**config.mk**
```make
export PLATFORM = sky130hd
export DESIGN_NAME = dcct_timers
export DESIGN_NICKNAME = d
export VERILOG_FILES = /design/src/design/dcct_pkg.sv /design/src/design/dcct_timers.sv /design/src/design/dcct_prescaler.sv
export SDC_FILE = /design/constraint.sdc
export NUM_CORES = 1
export LEC_CHECK = 0
export BUFFER_PORTS_ARGS = -buffer_cell sky130_fd_sc_hd__buf_2
export CORE_MARGIN = 2
export CORE_UTILIZATION = 45
export DETAILED_ROUTE_END_ITERATION = 16
export PLACE_DENSITY = 0.78
export REMOVE_ABC_BUFFERS = 1
export SETUP_SLACK_MARGIN = 0.5
export SYNTH_ARGS = -nofsm -noshare
export SYNTH_HDL_FRONTEND = slang
export SYNTH_SLANG_ARGS = --single-unit
export TNS_END_PERCENT = 100
```
**constraint.sdc**
```tcl
create_clock -name mclk -period 1.9 [get_ports mclk]
set_input_delay 0.095 -clock mclk [delete_from_list [all_inputs] [get_ports mclk]]
set_output_delay 0.095 -clock mclk [all_outputs]
set_load 0.02 [all_outputs]
```
**src/design/dcct_pkg.sv**
```systemverilog
// How it works
// - 13-bit mode: high byte top eight, low five.
// - 13-bit wrap sets flag, may interrupt.
// - Counter select counts event pin falling edges.
// - Otherwise system clock or prescaled clock tick.
// - Run bit required; gate zero means run alone.
// - Gated: count while gate line differs polarity.
// - Setting run never clears or reloads count.
// - Second timer mirrors first with own bits.
// - 16-bit mode wraps from all ones.
// - Auto-reload: low counts, wrap copies high in.
// - Split: low byte uses first timer controls.
// - Split: high byte timer, second run, flag.
// - Split: second timer no events, strobe continues.
// - Split: second runs unless its mode splits.
// - Interrupt needs flag and enable both set.
// - Overflow strobes exported to peripherals.
// - Prescale: sysclk/12, /4, /48, extclk/8.
package dcct_pkg;

   // ***************************************************************
   // Modes and scale selections
   // ***************************************************************
   typedef enum logic [1:0] {
      DCCT_MODE_13,
      DCCT_MODE_16,
      DCCT_MODE_RELOAD,
      DCCT_MODE_SPLIT
   } dcct_mode_t;

   localparam logic [1:0] SCALE_DIV12 = 2'h0;
   localparam logic [1:0] SCALE_DIV4 = 2'h1;
   localparam logic [1:0] SCALE_DIV48 = 2'h2;
   localparam logic [1:0] SCALE_EXT8 = 2'h3;

   localparam int DIV_12 = 12;
   localparam int DIV_4 = 4;
   localparam int DIV_48 = 48;
   localparam int DIV_EXT = 8;

   localparam int LOW5_MSB = 4;
   localparam logic [7:0] BYTE_ONES = 8'hff;
   localparam logic [4:0] LOW5_ONES = 5'h1f;
   localparam logic [7:0] BYTE_ZERO = 8'h00;

endpackage : dcct_pkg

```
**src/design/dcct_timers.sv**
```systemverilog
`timescale 1ns/1ps
module dcct_timers (
   input wire logic mclk,
   input wire logic reset_n,
   input wire logic [1:0] t0_mode,
   input wire logic [1:0] t1_mode,
   input wire logic t0_run,
   input wire logic t1_run,
   input wire logic t0_gate_enable,
   input wire logic t1_gate_enable,
   input wire logic t0_counter_select,
   input wire logic t1_counter_select,
   input wire logic t0_clock_select,
   input wire logic t1_clock_select,
   input wire logic [1:0] clock_scale,
   input wire logic ext_clk_tick,
   input wire logic gate_line_a,
   input wire logic gate_line_b,
   input wire logic gate_a_polarity,
   input wire logic gate_b_polarity,
   input wire logic event_pin_a,
   input wire logic event_pin_b,
   input wire logic t0_irq_enable,
   input wire logic t1_irq_enable,
   input wire logic t0_low_wr,
   input wire logic t0_high_wr,
   input wire logic t1_low_wr,
   input wire logic t1_high_wr,
   input wire logic [7:0] wr_data,
   input wire logic t0_flag_wr,
   input wire logic t1_flag_wr,
   input wire logic t0_flag_wdata,
   input wire logic t1_flag_wdata,
   input wire logic t0_irq_ack,
   input wire logic t1_irq_ack,
   output logic [7:0] t0_count_low,
   output logic [7:0] t0_count_high,
   output logic [7:0] t1_count_low,
   output logic [7:0] t1_count_high,
   output logic t0_overflow_flag,
   output logic t1_overflow_flag,
   output logic t0_irq,
   output logic t1_irq,
   output logic t0_ovf_strobe,
   output logic t1_ovf_strobe
);

   // ***************************************************************
   // Shared prescaled clock
   // ***************************************************************
   logic pre_tick;

   dcct_prescaler #(.CNT_W(6)) u_pre (
      .mclk(mclk),
      .reset_n(reset_n),
      .scale_sel(clock_scale),
      .ext_clk_tick(ext_clk_tick),
      .tick(pre_tick)
   );

   // ***************************************************************
   // Event pin edge detection
   // ***************************************************************
   // Pins are taken as synchronous, so one stage of history suffices.
   // A falling edge is seen if each level lasts at least one clock.
   logic ev_a_q;
   logic ev_b_q;

   always_ff @(posedge mclk or negedge reset_n) begin
      if (!reset_n) begin
         ev_a_q <= 1'b1;
         ev_b_q <= 1'b1;
      end else begin
         ev_a_q <= event_pin_a;
         ev_b_q <= event_pin_b;
      end
   end

   logic fall_a;
   logic fall_b;
   assign fall_a = ev_a_q & ~event_pin_a;
   assign fall_b = ev_b_q & ~event_pin_b;

   // ***************************************************************
   // Helper functions
   // ***************************************************************
   // Chooses the tick for a timer from its source bits.
   function automatic logic pick_tick(input logic ctr_sel, input logic clk_sel,
                                      input logic fall, input logic pre);
      if (ctr_sel) begin
         pick_tick = fall;
      end else if (clk_sel) begin
         pick_tick = 1'b1;
      end else begin
         pick_tick = pre;
      end
   endfunction : pick_tick

   // Run qualification from run, gate, gate line and polarity.
   function automatic logic run_ok(input logic run, input logic gate,
                                   input logic line, input logic pol);
      run_ok = run & (~gate | (line ^ pol));
   endfunction : run_ok

   // ***************************************************************
   // Enables and ticks
   // ***************************************************************
   logic split;
   logic t0_en;
   logic t0_tick;
   logic t0h_tick;
   logic t1_en;
   logic t1_tick;

   assign split = (dcct_pkg::dcct_mode_t'(t0_mode) == dcct_pkg::DCCT_MODE_SPLIT);
   assign t0_en = run_ok(t0_run, t0_gate_enable, gate_line_a, gate_a_polarity);
   assign t0_tick = t0_en & pick_tick(t0_counter_select, t0_clock_select, fall_a, pre_tick);
   // Split high byte is a pure timer gated by the second run bit only.
   assign t0h_tick = t1_run & pick_tick(1'b0, t0_clock_select, 1'b0, pre_tick);

   // While split, the second timer runs off its mode and never sees the pin.
   always_comb begin
      if (split) begin
         t1_en = (dcct_pkg::dcct_mode_t'(t1_mode) != dcct_pkg::DCCT_MODE_SPLIT);
         t1_tick = t1_en & pick_tick(1'b0, t1_clock_select, 1'b0, pre_tick);
      end else begin
         t1_en = run_ok(t1_run, t1_gate_enable, gate_line_b, gate_b_polarity);
         t1_tick = t1_en & pick_tick(t1_counter_select, t1_clock_select, fall_b, pre_tick);
      end
   end

   // ***************************************************************
   // Wrap detection
   // ***************************************************************
   // Reports whether the next tick wraps the count for the given mode.
   function automatic logic wraps(input logic [1:0] mode, input logic [7:0] lo,
                                  input logic [7:0] hi);
      case (dcct_pkg::dcct_mode_t'(mode))
         dcct_pkg::DCCT_MODE_13: wraps = (hi == dcct_pkg::BYTE_ONES) &&
            (lo[dcct_pkg::LOW5_MSB:0] == dcct_pkg::LOW5_ONES);
         dcct_pkg::DCCT_MODE_16: wraps = (hi == dcct_pkg::BYTE_ONES) &&
            (lo == dcct_pkg::BYTE_ONES);
         default: wraps = (lo == dcct_pkg::BYTE_ONES);
      endcase
   endfunction : wraps

   logic t0_wrap;
   logic t0h_wrap;
   logic t1_wrap;

   assign t0_wrap = t0_tick && wraps(t0_mode, t0_count_low, t0_count_high);
   assign t0h_wrap = split && t0h_tick && (t0_count_high == dcct_pkg::BYTE_ONES);
   // While timer 0 is split, a second timer parked in the split mode never ticks, so it never wraps.
   assign t1_wrap = t1_tick && wraps(t1_mode, t1_count_low, t1_count_high);

   // ***************************************************************
   // Count update
   // ***************************************************************
   // Next count value for one timer, software writes aside.
   function automatic logic [15:0] step(input logic [1:0] mode, input logic [7:0] lo,
                                        input logic [7:0] hi);
      logic [12:0] c13;
      c13 = {hi, lo[dcct_pkg::LOW5_MSB:0]} + 13'h0001;
      case (dcct_pkg::dcct_mode_t'(mode))
         // Low byte bits 7..5 are left as they were; readers mask them.
         dcct_pkg::DCCT_MODE_13: step = {c13[12:5], lo[7:5], c13[4:0]};
         dcct_pkg::DCCT_MODE_16: step = {hi, lo} + 16'h0001;
         dcct_pkg::DCCT_MODE_RELOAD: step = (lo == dcct_pkg::BYTE_ONES) ?
            {hi, hi} : {hi, lo + 8'h01};
         default: step = {hi, lo + 8'h01};
      endcase
   endfunction : step

   // The next value is computed once so that both bytes slice one result.
   logic [15:0] t0_next;
   assign t0_next = step(t0_mode, t0_count_low, t0_count_high);

   // Timer 0 count; the run bit alone never disturbs it.
   always_ff @(posedge mclk or negedge reset_n) begin
      if (!reset_n) begin
         t0_count_low <= dcct_pkg::BYTE_ZERO;
         t0_count_high <= dcct_pkg::BYTE_ZERO;
      end else begin
         if (t0_tick) begin
            t0_count_low <= t0_next[7:0];
            if (!split) begin
               t0_count_high <= t0_next[15:8];
            end
         end
         if (split && t0h_tick) begin
            t0_count_high <= t0_count_high + 8'h01;
         end
         if (t0_low_wr) begin
            t0_count_low <= wr_data;
         end
         if (t0_high_wr) begin
            t0_count_high <= wr_data;
         end
      end
   end

   // Timer 1 count, same structure with its own bytes.
   always_ff @(posedge mclk or negedge reset_n) begin
      if (!reset_n) begin
         t1_count_low <= dcct_pkg::BYTE_ZERO;
         t1_count_high <= dcct_pkg::BYTE_ZERO;
      end else begin
         if (t1_tick) begin
            {t1_count_high, t1_count_low} <= step(t1_mode, t1_count_low, t1_count_high);
         end
         if (t1_low_wr) begin
            t1_count_low <= wr_data;
         end
         if (t1_high_wr) begin
            t1_count_high <= wr_data;
         end
      end
   end

   // ***************************************************************
   // Flags, interrupts and strobes
   // ***************************************************************
   logic t0_set;
   logic t1_set;

   assign t0_set = t0_wrap;
   // While split only the high byte of timer 0 may set the second flag.
   assign t1_set = split ? t0h_wrap : t1_wrap;

   // Hardware set wins over a same-cycle software or acknowledge clear.
   always_ff @(posedge mclk or negedge reset_n) begin
      if (!reset_n) begin
         t0_overflow_flag <= 1'b0;
         t1_overflow_flag <= 1'b0;
      end else begin
         if (t0_set) begin
            t0_overflow_flag <= 1'b1;
         end else if (t0_flag_wr) begin
            t0_overflow_flag <= t0_flag_wdata;
         end else if (t0_irq_ack) begin
            t0_overflow_flag <= 1'b0;
         end
         if (t1_set) begin
            t1_overflow_flag <= 1'b1;
         end else if (t1_flag_wr) begin
            t1_overflow_flag <= t1_flag_wdata;
         end else if (t1_irq_ack) begin
            t1_overflow_flag <= 1'b0;
         end
      end
   end

   assign t0_irq = t0_overflow_flag & t0_irq_enable;
   assign t1_irq = t1_overflow_flag & t1_irq_enable;

   // Strobes are registered, one cycle after the wrapping tick.
   always_ff @(posedge mclk or negedge reset_n) begin
      if (!reset_n) begin
         t0_ovf_strobe <= 1'b0;
         t1_ovf_strobe <= 1'b0;
      end else begin
         t0_ovf_strobe <= t0_wrap;
         t1_ovf_strobe <= t1_wrap;
      end
   end

   // ***************************************************************
   // Checks
   // ***************************************************************
   // Byte writes are left out of most antecedents because a write beats a tick.
   wrap13_flag_a: assert property (@(posedge mclk) disable iff (!reset_n)
      (t0_tick && !t0_low_wr && !t0_high_wr &&
       dcct_pkg::dcct_mode_t'(t0_mode) == dcct_pkg::DCCT_MODE_13 &&
       t0_count_high == 8'hff && t0_count_low[4:0] == 5'h1f)
      |=> t0_overflow_flag && t0_count_high == 8'h00 && t0_count_low[4:0] == 5'h00)
      else $error("13-bit wrap did not flag and clear");
   wrap16_t1_a: assert property (@(posedge mclk) disable iff (!reset_n)
      (t1_tick && !split && !t1_low_wr && !t1_high_wr &&
       dcct_pkg::dcct_mode_t'(t1_mode) == dcct_pkg::DCCT_MODE_16 &&
       {t1_count_high, t1_count_low} == 16'hffff)
      |=> t1_overflow_flag && {t1_count_high, t1_count_low} == 16'h0000)
      else $error("16-bit wrap did not flag and clear");
   reload_copy_a: assert property (@(posedge mclk) disable iff (!reset_n)
      (t1_tick && !split && !t1_low_wr && !t1_high_wr &&
       dcct_pkg::dcct_mode_t'(t1_mode) == dcct_pkg::DCCT_MODE_RELOAD &&
       t1_count_low == 8'hff)
      |=> t1_count_low == $past(t1_count_high) && $stable(t1_count_high))
      else $error("auto-reload copy wrong");
   gate_stop_a: assert property (@(posedge mclk) disable iff (!reset_n)
      (t0_run && t0_gate_enable && gate_line_a == gate_a_polarity) |-> !t0_tick)
      else $error("gated timer counted while stopped");
   run_off_a: assert property (@(posedge mclk) disable iff (!reset_n)
      (!t0_run && !t0_low_wr && !t0_high_wr && !split) |=> $stable(t0_count_low))
      else $error("timer counted with run clear");
   run_resume_a: assert property (@(posedge mclk) disable iff (!reset_n)
      !t0_run ##1 (t0_tick && !t0_low_wr && !t0_high_wr &&
       dcct_pkg::dcct_mode_t'(t0_mode) == dcct_pkg::DCCT_MODE_16 &&
       t0_count_low != dcct_pkg::BYTE_ONES)
      |=> t0_count_low == $past(t0_count_low) + 8'h01)
      else $error("run bit disturbed the count");
   event_count_a: assert property (@(posedge mclk) disable iff (!reset_n)
      (t0_counter_select && t0_en && !t0_low_wr && !t0_high_wr &&
       dcct_pkg::dcct_mode_t'(t0_mode) == dcct_pkg::DCCT_MODE_16 &&
       $past(event_pin_a) && !event_pin_a && t0_count_low != 8'hff)
      |=> t0_count_low == $past(t0_count_low) + 8'h01)
      else $error("falling edge not counted");
   // Split checks: the second timer keeps its strobe but loses its flag.
   split_nflag_a: assert property (@(posedge mclk) disable iff (!reset_n)
      (split && t1_wrap && !t0h_wrap && !t1_flag_wr && !t1_irq_ack)
      |=> t1_ovf_strobe && $stable(t1_overflow_flag))
      else $error("split second timer misbehaved");
   split_high_a: assert property (@(posedge mclk) disable iff (!reset_n)
      (split && t0h_tick && !t0_high_wr && t0_count_high == dcct_pkg::BYTE_ONES)
      |=> t1_overflow_flag && t0_count_high == dcct_pkg::BYTE_ZERO)
      else $error("split high byte wrap not flagged");
   split_low_a: assert property (@(posedge mclk) disable iff (!reset_n)
      (split && t0_tick && !t0_low_wr && t0_count_low == dcct_pkg::BYTE_ONES)
      |=> t0_overflow_flag && t0_count_low == dcct_pkg::BYTE_ZERO)
      else $error("split low byte wrap not flagged");
   split_t1_run_a: assert property (@(posedge mclk) disable iff (!reset_n)
      (split && t1_clock_select && !t1_low_wr && !t1_high_wr &&
       dcct_pkg::dcct_mode_t'(t1_mode) == dcct_pkg::DCCT_MODE_16 &&
       t1_count_low != dcct_pkg::BYTE_ONES)
      |=> t1_count_low == $past(t1_count_low) + 8'h01)
      else $error("second timer idle while split");
   split_stop_a: assert property (@(posedge mclk) disable iff (!reset_n)
      (split && dcct_pkg::dcct_mode_t'(t1_mode) == dcct_pkg::DCCT_MODE_SPLIT
       && !t1_low_wr && !t1_high_wr) |=> $stable({t1_count_high, t1_count_low}))
      else $error("second timer ran in split mode");
   // Flag and strobe checks.
   irq_gate_a: assert property (@(posedge mclk) disable iff (!reset_n)
      t1_irq == (t1_overflow_flag && t1_irq_enable))
      else $error("interrupt not tied to flag and enable");
   flag_hold_a: assert property (@(posedge mclk) disable iff (!reset_n)
      (t0_overflow_flag && !t0_flag_wr && !t0_irq_ack) |=> t0_overflow_flag)
      else $error("flag cleared without cause");
   set_wins_a: assert property (@(posedge mclk) disable iff (!reset_n)
      t0_set |=> t0_overflow_flag)
      else $error("flag clear beat a wrap");
   strobe_a: assert property (@(posedge mclk) disable iff (!reset_n)
      t0_wrap |=> t0_ovf_strobe ##1 !t0_ovf_strobe || $past(t0_wrap))
      else $error("overflow strobe missing");
   t1_strobe_a: assert property (@(posedge mclk) disable iff (!reset_n)
      t1_wrap |=> t1_ovf_strobe)
      else $error("second overflow strobe missing");

endmodule : dcct_timers

```
**src/design/dcct_prescaler.sv**
```systemverilog
`timescale 1ns/1ps
// Builds the shared prescaled tick from the system clock or the external clock tick.
module dcct_prescaler #(
   parameter int CNT_W = 6
) (
   input wire logic mclk,
   input wire logic reset_n,
   input wire logic [1:0] scale_sel,
   input wire logic ext_clk_tick,
   output logic tick
);

   logic [CNT_W-1:0] cnt_q;
   logic [CNT_W-1:0] limit;
   logic adv;

   // The widest divider needs six bits; a narrower counter would truncate the limit of 47 and divide by the wrong ratio.
   if (CNT_W < 6) begin : g_cnt_w_check
      $error("dcct_prescaler: CNT_W too small for divide by 48");
   end

   // ***************************************************************
   // Divider selection
   // ***************************************************************
   // The external source only advances the divider on its own ticks.
   always_comb begin
      limit = CNT_W'(dcct_pkg::DIV_12 - 1);
      adv = 1'b1;
      if (scale_sel == dcct_pkg::SCALE_DIV4) begin
         limit = CNT_W'(dcct_pkg::DIV_4 - 1);
      end else if (scale_sel == dcct_pkg::SCALE_DIV48) begin
         limit = CNT_W'(dcct_pkg::DIV_48 - 1);
      end else if (scale_sel == dcct_pkg::SCALE_EXT8) begin
         limit = CNT_W'(dcct_pkg::DIV_EXT - 1);
         adv = ext_clk_tick;
      end
   end

   // A scale change mid-count may stretch one period; that is harmless.
   always_ff @(posedge mclk or negedge reset_n) begin
      if (!reset_n) begin
         cnt_q <= '0;
         tick <= 1'b0;
      end else begin
         tick <= 1'b0;
         if (adv) begin
            if (cnt_q >= limit) begin
               cnt_q <= '0;
               tick <= 1'b1;
            end else begin
               cnt_q <= cnt_q + 1'b1;
            end
         end
      end
   end

   div4_period_a: assert property (@(posedge mclk) disable iff (!reset_n)
      (tick && scale_sel == dcct_pkg::SCALE_DIV4) ##1
      (scale_sel == dcct_pkg::SCALE_DIV4)[*3] |=> tick)
      else $error("divide by four period wrong");

endmodule : dcct_prescaler

```
== Yosys cells after proc, flatten, opt, wreduce, memory -nomap -nowiden ==
Cells that the tools add are included.
Operators by class
  add/sub/neg operators: 8
  $lt $le $gt $ge: 1
  equality and inequality tests: 20
  multiplexer cells: 39
  bitwise gates (word level): 18
  reductions and logical operators: 22
Operators with widths (count)
  $mux 8: 12
  $pmux 16 s3: 2
  $add 16x1->16 const B: 2
  $eq 8x8->1 const B: 4
  $add 13x1->13 const B: 2
  $add 8x1->8 const B: 3
  $mux 1: 19
  $mux 6: 3
  $reduce_bool 3->1: 4
  $and 1x1->1: 10
  $eq 2x2->1 const B: 5
  $eq 5x5->1 const B: 2
  $logic_and 1x1->1: 8
  $ne 2x2->1 const B: 4
  $add 6x1->6 const B: 1
  $eq 2x1->1 const B: 3
  $ge 6x6->1: 1
  $reduce_bool 2->1: 3
  $logic_not 2->1: 2
  $mux 4: 1
  $not 1->1: 4
  $pmux 1 s2: 2
  $reduce_and 2->1: 2
  $reduce_and 4->1: 1
  other kinds (6): 8
Storage, ports and cells
  flip-flop bits (word level): 45
  bits of input ports: 43
  logic and storage cells: 122

== Depth between registers and ports, before layout ==
  depth after elaboration: 9
  mapped depth: 8

== Cells and area by module ==
A second synthesis with hierarchy kept.
Unflattened totals
  cell total of the unflattened synthesis: 387
  area total of the unflattened synthesis: 3300.7 um^2
Modules (own cells, without submodules)
  dcct_timers: times used 1, cells each 339, area each 2869.0 um^2, seq. area each 953.4 um^2
  dcct_prescaler: times used 1, cells each 48, area each 431.7 um^2, seq. area each 175.2 um^2

== Worst setup path after synthesis ==
No wires, ideal clock.
  kind: reg2reg
  from: register t0_count_low[0]
  to: register t0_count_low[5]
  library setup time: 0.130 ns
  arrival: 1.898 ns
  path slack: -0.129 ns
  cell stages (with the launch flop): 7
  path buffers: 1
  period minus slack after synthesis: 2.029 ns
  cell sequence: dfrtp_1 ha_1 nand4_1 buf_2 or4_1 a21oi_1 o31ai_1
Between the ends
  longest elaborated chain between the ends: 5
RTL lines
  start, declared: line dcct_timers.sv:36  | output logic [7:0] t0_count_low,
  start signal, assigned: line dcct_timers.sv:181  | t0_count_low <= dcct_pkg::BYTE_ZERO;
  start signal, assigned: line dcct_timers.sv:185  | t0_count_low <= t0_next[7:0];
  start signal, assigned: line dcct_timers.sv:194  | t0_count_low <= wr_data;
  $add 8x1->8 / $eq 8x8->1 (equally long branches): line dcct_timers.sv:169, dcct_timers.sv:170, dcct_timers.sv:168
  $mux 8: line dcct_timers.sv:168  | dcct_pkg::DCCT_MODE_RELOAD: step = (lo == dcct_pkg::BYTE_ONES) ?
  $pmux 16 s3 *: line dcct_timers.sv:164  | case (dcct_pkg::dcct_mode_t'(mode))
  $mux 8 *: line dcct_timers.sv:184  | if (t0_tick) begin
  $mux 8 *: line dcct_timers.sv:193  | if (t0_low_wr) begin
Mark *: on every way between the ends. The rest lies on a longest branch, timed or not. The select of a mux whose other input is x is not followed.
A chain may end at the register's enable or synchronous reset.

== Final worst setup path ==
  from: register t1_count_low[4]
  to: register t1_count_high[4]
Between the ends
  longest elaborated chain between the ends: 4
RTL lines
  start, declared: line dcct_timers.sv:38  | output logic [7:0] t1_count_low,
  start signal, assigned: line dcct_timers.sv:205  | t1_count_low <= dcct_pkg::BYTE_ZERO;
  start signal, assigned: line dcct_timers.sv:209  | {t1_count_high, t1_count_low} <= step(t1_mode, t1_count_low, t1_count_high);
  start signal, assigned: line dcct_timers.sv:212  | t1_count_low <= wr_data;
  $add 16x1->16 / $add 13x1->13 (equally long branches): line dcct_timers.sv:167, dcct_timers.sv:163
  $pmux 16 s3 *: line dcct_timers.sv:164
  $mux 8 *: line dcct_timers.sv:208  | if (t1_tick) begin
  $mux 8 *: line dcct_timers.sv:214  | if (t1_high_wr) begin
  end signal, assigned: line dcct_timers.sv:206  | t1_count_high <= dcct_pkg::BYTE_ZERO;
  end signal, assigned: line dcct_timers.sv:209
  end signal, assigned: line dcct_timers.sv:215  | t1_count_high <= wr_data;
  end, declared: line dcct_timers.sv:39  | output logic [7:0] t1_count_high,
Marks and branches as above.

==> reports/metrics.cfg <==
[routing]
drc_errors=0
detail_route.vias_per_cell=6.66
wl_mm=13.1
drtPass1Iterations=5
detail_route.wl_per_cell_microns=20.7
num_vias=4208
drtAntennaViolNets=0
detailedRoute.firstIterationViolations=590

[cells_and_area]
layout-area-overhead-vs-synth_pct=46.9
proportion_of_layout_cells_with_a_drive_suffix_above_1_pct=45.8
post-route-util_pct=68.2
nNetsFinal=583
layout_common_cells=80 x sky130_fd_sc_hd__buf_2, 58 x sky130_fd_sc_hd__buf_4, 38 x sky130_fd_sc_hd__dfrtp_1
filler_cell_count=550
layout.cells.most_common=sky130_fd_sc_hd__buf_2
number_of_diodes_added_for_antenna_fixing=0

[synth]
cells_after_synthesis=388
synthSimpleGateAreaFrac_pct=24.2
main_combinational_cell_family_by_area_after_synthesis=compound AO/OA/AOI/OAI gates
synth_top_flop_cell=sky130_fd_sc_hd__dfrtp_1
synth_enable_flop_cells=0
synth_compound_gate_area_share_pct=27.4
synth-seq-cells=45
ys.warnings.count=0
synth.avg_cell_area_sq_um=8.67
share_of_the_synthesized_netlist_area_taken_by_xor_and_xnor_gates_pct=2.60
synth-seq-area-share_pct=33.5
synth_cell_type_count=79
syn-cell-area_sq_mm=0.00337
asyncSetResetFlopFracSynth_pct=100
area_share_of_fa_ha_maj_cells_after_synthesis_pct=2.97
synth.mux.area_fraction_pct=4.72

[setup_path]
setup.worst_path.class=reg -> reg
reg2reg_to=t1_count_high[4]
critPathCapture=t1_count_high[4]
worst-endpoint-required_ns=2.12
ff2ff_setup_slack_ns=-0.14
r2r-start=t1_count_low[4]
cp_data_arrival_time_ns=2.25
crit_slowest_cell=sky130_fd_sc_hd__dfrtp_1
setup.worst_path.end_class=flop
timing.critical_path.from_type=flop
worst_path_largest_cell_delay_ns=0.45
r2r_cells=6
worst-path-max-fanout=5
critical_path.startpoint=t1_count_low[4]
cp_cell_sequence=buf_4 > nand4_4 > nor3_4 > o211ai_1 > or4_1 > a31oi_1

[floorplanning]
die_height_microns=90.5
floorplan.rows=31
core-area_sq_mm=0.00725
die-width_microns=90.5
start_util_pct=46.4
ioPinCount=81
floorplan.die_area_sq_mm=0.00819

[cts]
numCtsBuffers=5
cts_tree=built
clock_tree.htree_level_count=2
path_clk_slew_ns=0.11
max-clock-path-buffers=2
insertion_delay_ns=0.32
cts_sinks=45
cts_root_buf=sky130_fd_sc_hd__clkbuf_8

[sta]
timing.final.ws_setup_ns=-0.137
timing_worst_slew_pin_value_ns=0.648
setup-violations-final=6
max-slew-margin-rel_pct=56.7
timing_max_transition_violations_final=0
layout_min_cycle_time_ns=2.04
min_period_over_period_pct=107
final.setup.tns_ns=-0.395
max_clock_freq_ghz=0.491
final.setup_skew_ns=0.0200
fin_worst_hold_slack_ns=0.0248
grt_setup_unrepaired=true
hold_viol=0

[status]
violations=negative setup slack
outcome=finished, violations left

[power_and_ir_drop]
leakage_power_nw=2.12
worst_ir_drop_vdd_v=0.000500
p_per_area_mw_per_mm2=725
report.power.total_mw=3.59

[flow_run]
maxCapViolCount=0

[global_routing]
grt_first_pass_wirelength_mm=19.2
maximum_number_of_pins_on_one_net_before_global_route_repair=46
grt_pass1_vias=3743
grt_use_total_pct=28.8
grt_antenna_before_repair=0
grt_overflow=0

[placed_design]
gp_congestion=0.967
dp_hpwl_mm=8.04
input_output_buffers=80

[hold_path]
timing.hold.worst.class=in -> reg

-- sequential cells by signal (all words and copies together), names as in the netlist --
| signal | flops |
|---|---|
| u_pre.cnt_q | 6 |
| ev_b_q | 1 |
| u_pre.tick | 1 |
| t0_count_low | 8 |
| t0_count_high | 8 |
| t0_ovf_strobe | 1 |
| t1_overflow_flag | 1 |
| t1_count_high | 8 |
| t0_overflow_flag | 1 |
| t1_ovf_strobe | 1 |
| ev_a_q | 1 |
| t1_count_low | 8 |
-- stage by stage --
stage	cell area, sq um	setup slack [ns]	std cells
3_5_place_dp	4070	0.00644	585
3_3_place_gp	4070	0.0701	585
6_report	4940	-0.137	632
4_1_cts	4620	0.116	616
2_1_floorplan	3280	-0.341	370
5_1_grt	4940	-0.175	632
-- report_power, final --
part           internal, mW  switching, mW  leakage, nW
sequential             1.10          0.200        0.538
clock                 0.263          0.390       0.0414
combinational         0.724          0.906         1.54
total                  2.09           1.50         2.12
-- routing by layer --
layer  vias up  track usage (%)  share of wire, %
li1       1795                -                 -
met1      1991             38.6                38
met2       340             45.0                45
met3        82             6.26                11
met4         0             11.9               5.5
met5         -                0                 0
-- how the worst min path moves through the flow --
stage | from | to | slack (ns) | cells past startpoint
after global placement | event_pin_a | ev_a_q | 0.21 | 1
after floorplan | reset_n | t0_count_high[0] | -0.20 | 0
after global routing | t0_flag_wdata | t0_overflow_flag | 0.04 | 2
after detailed placement | event_pin_a | ev_a_q | 0.21 | 1
final | t0_flag_wdata | t0_overflow_flag | 0.02 | 2
after CTS | t0_flag_wdata | t0_overflow_flag | 0.03 | 2
-- Yosys cell counts, types with 5 or more instances --
cell type	n	share of area, %
sky130_fd_sc_hd__nand3_1	12	1.8
sky130_fd_sc_hd__dfrtp_1	43	32
sky130_fd_sc_hd__o22ai_1	8	1.5
sky130_fd_sc_hd__a21oi_1	23	3.4
sky130_fd_sc_hd__nor3_1	11	1.6
sky130_fd_sc_hd__buf_2	7	1.0
sky130_fd_sc_hd__nand2_1	32	3.6
sky130_fd_sc_hd__clkbuf_1	8	0.89
sky130_fd_sc_hd__nand2b_1	10	1.9
sky130_fd_sc_hd__o211ai_1	5	1.1
sky130_fd_sc_hd__inv_1	18	2.0
sky130_fd_sc_hd__o31ai_1	12	2.7
sky130_fd_sc_hd__or4_1	6	1.3
sky130_fd_sc_hd__mux2i_1	8	2.4
sky130_fd_sc_hd__a211oi_1	5	1.1
sky130_fd_sc_hd__mux2_2	7	2.3
sky130_fd_sc_hd__nor2_1	29	3.2
sky130_fd_sc_hd__o21ai_0	16	2.4
sky130_fd_sc_hd__ha_1	8	3.0
sky130_fd_sc_hd__xnor2_1	6	1.6
sky130_fd_sc_hd__nand4_1	8	1.5
sky130_fd_sc_hd__a31oi_1	13	2.4
-- worst max-delay path, delay by kind of cell (launching register included) --
family,cells,cell delay [ns]
AO/OA/AOI/OAI,2,0.43
AND/OR/NAND/NOR,3,0.88
buffers and inverters,1,0.17
flip-flops,1,0.45
-- cell families after synthesis --
group,after synthesis
xor gates and xnor gates,10
buffers and inverters,36
AOI/OAI and AO/OA,129
and+or+nand+nor,145
adders and majority gates,8
muxes,15
DFF,45
-- area by class of cell --
cell class / count / area [sq um] / area share, %
multi-input combinational: 309 / 2510 / 50.8
sequential: 45 / 1130 / 23.0
timing repair buffer: 153 / 1020 / 20.6
tap: 99 / 124 / 2.51
clock buffer: 6 / 72.6 / 1.47
inverter: 18 / 67.6 / 1.37
clock inverter: 2 / 16.3 / 0.329
-- what timing repair did --
item | 4_1_cts | 5_1_grt
hold buffers | 3 | 0
hold endpoints to repair | 45 | 0
resized for setup | 60 | 45
setup buffers | 19 | 15
gates cloned | 1 | 1
endpoints found under the setup margin | 43 | 43
pin swaps | 40 | 32
No activity file was read; power rests on OpenSTA's default activity.
